[src/pcdz_consts.vh]
`ifndef PCDZ_CONSTS_VH
`define PCDZ_CONSTS_VH

// Register indices; the byte address is four times the index
`define PCDZ_IDX_COUNTS 12'h0190
`define PCDZ_IDX_CTRL 12'h0191
`define PCDZ_IDX_ROUTE 12'h0192
`define PCDZ_IDX_STATUS 12'h0193

// Reset values
`define PCDZ_RST_COUNTS 8'h00
`define PCDZ_RST_CTRL 8'h80
`define PCDZ_RST_ROUTE 8'h00

// Cycle-count register fields
`define PCDZ_LOW_MSB 7
`define PCDZ_LOW_LSB 4
`define PCDZ_HIGH_MSB 3
`define PCDZ_HIGH_LSB 0

// Control register fields
`define PCDZ_BYPASS_BIT 7
`define PCDZ_IGNALIGN_BIT 6
`define PCDZ_FORCE_BIT 5
`define PCDZ_STARTHI_BIT 4
`define PCDZ_PHASE_MSB 3
`define PCDZ_PHASE_LSB 0

// Route register fields
`define PCDZ_DIRECT_BIT 1
`define PCDZ_DCC_DIS_BIT 0

// Source select codes
`define PCDZ_SRC_EXT 2'h0
`define PCDZ_SRC_NONE 2'h1
`define PCDZ_SRC_OSC 2'h2

`endif

[src/pcdz_divider.v]
// Added by the designer: the Avalon-MM register port.
`timescale 1ns/1ps
`include "pcdz_consts.vh"

// What this block does
// - Output stays low for low-count plus one input cycles.
// - Output stays high for high-count plus one; both counts reset zero.
// - Bypass bit routes input straight to output; bypass by default.
// - Alignment obeyed unless ignore-alignment is set; resets zero.
// - Force bit sets a static level; needs ignore-alignment set and align_n low.
// - Start-level bit picks first level of divided clock; resets low.
// - Four-bit phase offset delays output timing; resets zero.
// - Both pair outputs fed by divider while direct-route bit is zero.
// - Direct: oscillator on 10b, external on 00b, unchanged on 01b.
// - Route bit zero disables duty correction when one; resets zero.
module pcdz_divider #(
  parameter ADDR_W = 12
) (
  input wire ref_clk,
  input wire rst_n,
  input wire [ADDR_W-1:0] avs_address,
  input wire avs_read,
  input wire avs_write,
  input wire [31:0] avs_writedata,
  input wire [3:0] avs_byteenable,
  output reg [31:0] avs_readdata,
  output reg avs_waitrequest,
  input wire osc_clk_level,
  input wire ext_clk_level,
  input wire [1:0] clock_source_select,
  input wire align_n,
  output reg pair_zero_output_a,
  output reg pair_zero_output_b,
  output reg duty_correction_on
);

  // Divider states, one-hot
  localparam [2:0] ST_HOLD = 3'b001;
  localparam [2:0] ST_PHASE = 3'b010;
  localparam [2:0] ST_RUN = 3'b100;

  // Software-visible registers
  wire [7:0] counts_q;
  wire [7:0] ctrl_q;
  wire [7:0] route_q;

  // Bus handshake
  reg [ADDR_W-1:0] word_idx;
  reg addr_ok;
  reg [7:0] rd_byte;
  wire req;
  wire do_write;
  wire accept;
  wire sel_counts;
  wire sel_ctrl;
  wire sel_route;
  wire wr_counts;
  wire wr_ctrl;
  wire wr_route;

  // Sampled source levels
  reg osc_q;
  reg ext_q;
  reg src_q;
  reg src_prev_q;
  wire in_tick;

  // Divider core
  reg [2:0] state_q;
  reg [2:0] state_d;
  reg [3:0] cnt_q;
  reg [3:0] cnt_d;
  reg lvl_q;
  reg lvl_d;

  // Control field views
  wire [3:0] low_cnt;
  wire [3:0] high_cnt;
  wire bypass;
  wire ign_align;
  wire force_lvl;
  wire start_hi;
  wire [3:0] phase;
  wire direct;
  wire align_act;
  wire held;
  wire force_valid;
  reg out_d;
  wire [7:0] status_byte;
  wire [3:0] first_load;
  wire [3:0] next_load;
  wire [3:0] phase_load;
  wire cnt_zero;

  // Field extraction
  assign low_cnt = counts_q[`PCDZ_LOW_MSB:`PCDZ_LOW_LSB];
  assign high_cnt = counts_q[`PCDZ_HIGH_MSB:`PCDZ_HIGH_LSB];
  assign bypass = ctrl_q[`PCDZ_BYPASS_BIT];
  assign ign_align = ctrl_q[`PCDZ_IGNALIGN_BIT];
  assign force_lvl = ctrl_q[`PCDZ_FORCE_BIT];
  assign start_hi = ctrl_q[`PCDZ_STARTHI_BIT];
  assign phase = ctrl_q[`PCDZ_PHASE_MSB:`PCDZ_PHASE_LSB];
  assign direct = route_q[`PCDZ_DIRECT_BIT];

  // Alignment use and static forcing
  assign align_act = ~align_n;
  assign force_valid = ign_align & align_act;
  assign held = bypass | (align_act & ~ign_align);

  // Count reloads: first level after a restart, then the opposite level
  assign first_load = start_hi ? high_cnt : low_cnt;
  assign next_load = lvl_q ? low_cnt : high_cnt;
  assign phase_load = phase - 4'h1;
  assign cnt_zero = (cnt_q == 4'h0);

  // Status byte: one-hot state above the divider level
  assign status_byte = {4'h0, state_q, lvl_q};

  // Request decode
  assign req = avs_read | avs_write;
  assign do_write = avs_write & ~avs_waitrequest & avs_byteenable[0];
  assign accept = req & avs_waitrequest;

  // Word index from byte address
  always @* begin
    word_idx = {2'b00, avs_address[ADDR_W-1:2]};
    addr_ok = (avs_address[1:0] == 2'b00) &&
              (word_idx >= `PCDZ_IDX_COUNTS) &&
              (word_idx <= `PCDZ_IDX_STATUS);
  end

  // One-hot register selects and write strobes; status is read-only
  assign sel_counts = addr_ok && (word_idx == `PCDZ_IDX_COUNTS);
  assign sel_ctrl = addr_ok && (word_idx == `PCDZ_IDX_CTRL);
  assign sel_route = addr_ok && (word_idx == `PCDZ_IDX_ROUTE);
  assign wr_counts = do_write & sel_counts;
  assign wr_ctrl = do_write & sel_ctrl;
  assign wr_route = do_write & sel_route;

  // Read mux; status shows divider level and state
  always @* begin
    rd_byte = 8'h00;
    if (addr_ok) begin
      case (word_idx)
        `PCDZ_IDX_COUNTS: rd_byte = counts_q;
        `PCDZ_IDX_CTRL: rd_byte = ctrl_q;
        `PCDZ_IDX_ROUTE: rd_byte = route_q;
        `PCDZ_IDX_STATUS: rd_byte = status_byte;
        default: rd_byte = 8'h00;
      endcase
    end
  end

  // Waitrequest drops for one cycle per request
  always @(posedge ref_clk) begin
    if (!rst_n) begin
      avs_waitrequest <= 1'b1;
    end else begin
      avs_waitrequest <= ~accept;
    end
  end

  // Read data taken with the answer and held until the next one
  always @(posedge ref_clk) begin
    if (!rst_n) begin
      avs_readdata <= 32'h0000_0000;
    end else if (accept) begin
      avs_readdata <= avs_read ? {24'h00_0000, rd_byte} : 32'h0000_0000;
    end
  end

  // Cycle-count register, written at the edge that ends the waitrequest-low answer cycle
  pcdz_byte_reg #(
    .RST_VAL(`PCDZ_RST_COUNTS)
  ) u_counts (
    .ref_clk(ref_clk),
    .rst_n(rst_n),
    .wr_en(wr_counts),
    .wr_data(avs_writedata[7:0]),
    .value_q(counts_q)
  );

  // Control register; resets to bypass, start low, no phase offset
  pcdz_byte_reg #(
    .RST_VAL(`PCDZ_RST_CTRL)
  ) u_ctrl (
    .ref_clk(ref_clk),
    .rst_n(rst_n),
    .wr_en(wr_ctrl),
    .wr_data(avs_writedata[7:0]),
    .value_q(ctrl_q)
  );

  // Route register; the unused upper bits always read zero
  pcdz_byte_reg #(
    .RST_VAL(`PCDZ_RST_ROUTE)
  ) u_route (
    .ref_clk(ref_clk),
    .rst_n(rst_n),
    .wr_en(wr_route),
    .wr_data({6'h00, avs_writedata[1:0]}),
    .value_q(route_q)
  );

  // Sample both source pins for the direct routes
  always @(posedge ref_clk) begin
    if (!rst_n) begin
      osc_q <= 1'b0;
      ext_q <= 1'b0;
    end else begin
      osc_q <= osc_clk_level;
      ext_q <= ext_clk_level;
    end
  end

  // Selected divider input; no selection falls back to external
  always @(posedge ref_clk) begin
    if (!rst_n) begin
      src_q <= 1'b0;
      src_prev_q <= 1'b0;
    end else begin
      src_q <= (clock_source_select == `PCDZ_SRC_OSC) ?
               osc_clk_level : ext_clk_level;
      src_prev_q <= src_q;
    end
  end

  // One divider input cycle per rising source edge
  assign in_tick = src_q & ~src_prev_q;

  // Divider next state
  always @* begin
    state_d = state_q;
    cnt_d = cnt_q;
    lvl_d = lvl_q;
    case (state_q)
      ST_HOLD: begin
        lvl_d = start_hi;
        if (!held) begin
          if (phase == 4'h0) begin
            state_d = ST_RUN;
            cnt_d = first_load;
          end else begin
            state_d = ST_PHASE;
            cnt_d = phase_load;
          end
        end
      end
      ST_PHASE: begin
        if (held) begin
          state_d = ST_HOLD;
        end else if (in_tick) begin
          if (cnt_zero) begin
            state_d = ST_RUN;
            cnt_d = first_load;
          end else begin
            cnt_d = cnt_q - 4'h1;
          end
        end
      end
      ST_RUN: begin
        if (held) begin
          state_d = ST_HOLD;
          lvl_d = start_hi;
        end else if (in_tick) begin
          if (cnt_zero) begin
            lvl_d = ~lvl_q;
            cnt_d = next_load;
          end else begin
            cnt_d = cnt_q - 4'h1;
          end
        end
      end
      default: begin
        state_d = ST_HOLD;
        cnt_d = 4'h0;
        lvl_d = 1'b0;
      end
    endcase
  end

  // Divider registers
  always @(posedge ref_clk) begin
    if (!rst_n) begin
      state_q <= ST_HOLD;
      cnt_q <= 4'h0;
      lvl_q <= 1'b0;
    end else begin
      state_q <= state_d;
      cnt_q <= cnt_d;
      lvl_q <= lvl_d;
    end
  end

  // Output routing: direct path, force, bypass, then divider
  always @* begin
    if (direct && clock_source_select == `PCDZ_SRC_OSC) begin
      out_d = osc_q;
    end else if (direct && clock_source_select == `PCDZ_SRC_EXT) begin
      out_d = ext_q;
    end else if (force_valid) begin
      out_d = force_lvl;
    end else if (bypass) begin
      out_d = src_q;
    end else begin
      out_d = lvl_q;
    end
  end

  // Both outputs of the pair carry the same selected level
  always @(posedge ref_clk) begin
    if (!rst_n) begin
      pair_zero_output_a <= 1'b0;
      pair_zero_output_b <= 1'b0;
    end else begin
      pair_zero_output_a <= out_d;
      pair_zero_output_b <= out_d;
    end
  end

  // Correction flag is only reported; the output path ignores it
  always @(posedge ref_clk) begin
    if (!rst_n) begin
      duty_correction_on <= 1'b1;
    end else begin
      duty_correction_on <= ~route_q[`PCDZ_DCC_DIS_BIT];
    end
  end

endmodule // pcdz_divider

// One software register byte with a synchronous reset value
module pcdz_byte_reg #(
  parameter [7:0] RST_VAL = 8'h00
) (
  input wire ref_clk,
  input wire rst_n,
  input wire wr_en,
  input wire [7:0] wr_data,
  output reg [7:0] value_q
);

  // Load on an accepted write, otherwise hold
  always @(posedge ref_clk) begin
    if (!rst_n) begin
      value_q <= RST_VAL;
    end else if (wr_en) begin
      value_q <= wr_data;
    end
  end

endmodule // pcdz_byte_reg

[config.mk]
export PLATFORM = sky130hd
export DESIGN_NAME = pcdz_divider
export DESIGN_NICKNAME = d
export VERILOG_FILES = /design/src/pcdz_divider.v
export VERILOG_INCLUDE_DIRS = /design/src /design/src/src
export SDC_FILE = /design/constraint.sdc
export NUM_CORES = 1
export LEC_CHECK = 0
export BUFFER_PORTS_ARGS = -buffer_cell sky130_fd_sc_hd__buf_2
export CAP_MARGIN = 20
export CORE_UTILIZATION = 45
export CTS_CLUSTER_DIAMETER = 50
export DETAILED_ROUTE_END_ITERATION = 10
export MAX_ROUTING_LAYER = met4
export PLACE_DENSITY = 0.83
export SYNTH_ARGS = -nofsm -noshare
export SYNTH_HDL_FRONTEND = slang
export SYNTH_HIERARCHICAL = 1
export SYNTH_SLANG_ARGS = --single-unit
[constraint.sdc]
create_clock -name ref_clk -period 1.83 [get_ports ref_clk]
set_input_delay 0 -clock ref_clk [delete_from_list [all_inputs] [get_ports ref_clk]]
set_output_delay 0 -clock ref_clk [all_outputs]
set_load 0.02 [all_outputs]
==> results.tsv <==
metric	value	unit
FF+latch count, synth	47	
FFs w/ async S/R, synth	0	
syn_area_per_cell	9.31	sq um
1st-iter DRT viols	175	
PD cells	591	nW/um^2
CTS tree	done	
Slew Limit Headroom	0.621	
WP data arrival	1.92	ns
Worst-Skew Late Latency	0.32	ns
Internal	1410	uW
row cnt	27	
final wirelength	6020	um
Synth Flop Type	dfxtp_1	
Reg2Reg Depth	7	
Clock Pin Slew Worst Setup and Hold Paths	0.09	ns
Sink Count	47	
Final Cycle Share	0.935	
largest area contributor in the netlist	dfxtp_1	
Final setup viols	0	
Switching Share	0.253	
Fin Clk Skew	0.0125	ns
boundary pin count	93	
nets	420	
die height	79.7	um
Root Driver	clkbuf_8	
Post-CTS Setup Bufs	0	
post-synthesis cell type count	55	
final std cells w/o fill	432	
initial antenna violation count	0	
Hold Path Depth	2	
Filler cells	518	
n_diodes	0	
Netlist Area Pre-Place	2720	sq um
CP max FO	8	
Hold Fails Final Rpt	0	
share of cells above drive strength 1	0.211	
post-synthesis sequential area ratio	0.346	
final slew viol count	0	
post-route ant nets	0	
drt drc	0	
number of cells after detailed placement	412	
CTS buffer count	5	
worst-margin pin slew	0.565	ns
DP Area	2970	sq um
synthesis-to-layout area growth	17.4	%
setup TNS	0	ns
effective utilization at floorplan	0.479	
final global-route overflow total	0	
overall die width	79.7	um
WL/cell	13.9	um
CTS H-tree depth	2	
finished layout cell area	3190	sq um
commonest cells in the netlist	dfxtp_1 (47), mux2i_1 (36), nor2b_1 (30)	
quantity of I/O buffers inserted on ports	41	
clk buf depth	2	
first-pass GRT wire length	9880	um
Syn Inst Count	292	
area share of the largest cell type after synthesis	0.346	
most frequent cell after synthesis	dfxtp_1	
status	finished clean	
core area	5680	sq um
Multi-input gate area	1600	sq um
dominant cells by area after synthesis	dfxtp_1 (35%), mux2i_1 (13%), buf_4 (6.9%), nor2b_1 (6.9%), mux4_2 (3.3%)	
Post-synth EDFFs	0	
sw power	476	uW
DR vias/cell	5.26	
Fmax	585	MHz
DPL Wire Length	4500	um
Worst setup EP type	register	
GRT Total Usage	0.211	
Logic pwr share	0.097	
crit path time final	1.71	ns
pin count of the biggest net entering global routing	28	
sequential share of power	0.548	
number of global-route vias before repair	2148	
element type at the critical path start	register	
first drt pass iteration count	4	
CP required	2.04	ns
Max Cap Viol	0	
RSZ-0062 raised after global routing	false	
HP Class	input pin to register	
worst ir drop on vdd	0.464	mV
Via Count	2273	
clock power share	0.356	
Leak	0.00124	uW
Setup CP Type	register to register	
Synth Warn #	6	
DIE AREA	6360	sq um
Reg area	942	sq um
gp weighted congestion	0.877	
[power by group through the flow]
| stage | clock, uW | sequential, uW | combinational, uW |
|---|---|---|---|
| 3_3_place_gp | 0 | 1060 | 157 |
| 6_report | 671 | 1030 | 182 |
| 2_1_floorplan | 0 | 1060 | 138 |
| 3_5_place_dp | 0 | 1060 | 160 |
| 5_1_grt | 741 | 1030 | 198 |
| 4_1_cts | 692 | 1030 | 180 |
[metrics by stage]
step / setup WS [ns] / util / total power (uW) / hold slack, ns
6_report: 0.120 / 0.563 / 1890 / 0.0426
5_1_grt: 0.0147 / 0.563 / 1970 / 0.0386
4_1_cts: 0.108 / 0.562 / 1900 / 0.0338
3_5_place_dp: 0.0181 / 0.523 / 1220 / 0.225
3_3_place_gp: 0.0708 / 0.523 / 1210 / 0.214
2_1_floorplan: 0.221 / - / 1200 / 0.0619
[cell usage in the layout (no fill, tap or decap), types with 2 or more instances in the layout]
cell type,Yosys,routed
nand2b_1,6,6
and3_1,2,2
nor2b_1,30,30
a22oi_1,7,7
a22o_1,3,3
inv_1,6,6
and2_1,3,3
nor3b_2,2,2
a211oi_1,2,2
nand2_1,19,19
dfxtp_1,47,46
mux2i_1,36,36
buf_2,4,41
nor4b_1,2,2
nor3_1,5,5
o32a_1,2,2
o211ai_1,3,3
a211o_1,3,3
ha_1,4,4
o21ai_0,5,5
clkbuf_8,0,6
nor2_1,19,19
a21oi_1,10,10
o22ai_1,4,4
conb_1,1,30
buf_4,25,15
nor3b_1,3,3
mux4_2,4,4
dlygate4sd3_1,0,12
[layout make-up]
class | count | area share
flip-flops and latches | 47 | 0.295
repair buffers | 68 | 0.137
clock inverters | 2 | 0.00509
well taps | 72 | 0.0282
inverters | 7 | 0.00823
multi-input cells | 230 | 0.500
clock buffers | 6 | 0.0259
[flip-flops by register name, summed over array words and instances, names as in the netlist, 3 cells and up]
signal	cells
avs_readdata	8
cnt_q	4
u_counts/value_q	8
u_ctrl/value_q	8
u_route/value_q	8
state_q	3
[worst max-delay path, stage by stage, from the launching register on]
cell and delay (ns):
dfxtp_1 0.34, inv_1 0.08, ha_1 0.15, nor3b_4 0.34
a211o_1 0.19, nor2_1 0.05, a211o_1 0.27, a22o_1 0.19
[worst paths after layout]
kind                                                      start  slack (ns)                               to
worst max-delay path                      cnt_q[1]$_SDFFE_PN0P_        0.12            cnt_q[1]$_SDFFE_PN0P_
worst min-delay path                                      rst_n        0.04  u_route/value_q[7]$_SDFFE_PN0P_
worst max register to register            cnt_q[1]$_SDFFE_PN0P_        0.12            cnt_q[1]$_SDFFE_PN0P_
worst min register to register  u_route/value_q[0]$_SDFFE_PN0P_        0.43    duty_correction_on$_SDFF_PN1_
[per-layer routing]
metal,GRT usage,part of all wire
met1,0.261,0.44
met2,0.331,0.47
met3,0.0377,0.068
met4,0.104,0.020
met5,-,0
[cell families (layout without fill, tap and decap cells)]
| kind of cell | count (synthesis) | in the layout | synth area share |
|---|---|---|---|
| flops | 47 | 47 | 0.346 |
| compound gates | 55 | 55 | 0.147 |
| fa+ha+maj | 4 | 4 | 0.0184 |
| mux | 41 | 41 | 0.170 |
| buf+inv | 44 | 83 | 0.108 |
| xor+xnor | 2 | 2 | 0.00644 |
| simple gates | 98 | 98 | 0.202 |
| other cells | 1 | 30 | 0.00138 |
[repair_timing]
item	4_1_cts	5_1_grt
endpoints found under the setup margin	0	3
hold endpoints to repair	20	0
gates resized for setup	0	2
hold buffers	12	0
Power figures use the tool's default switching activity.
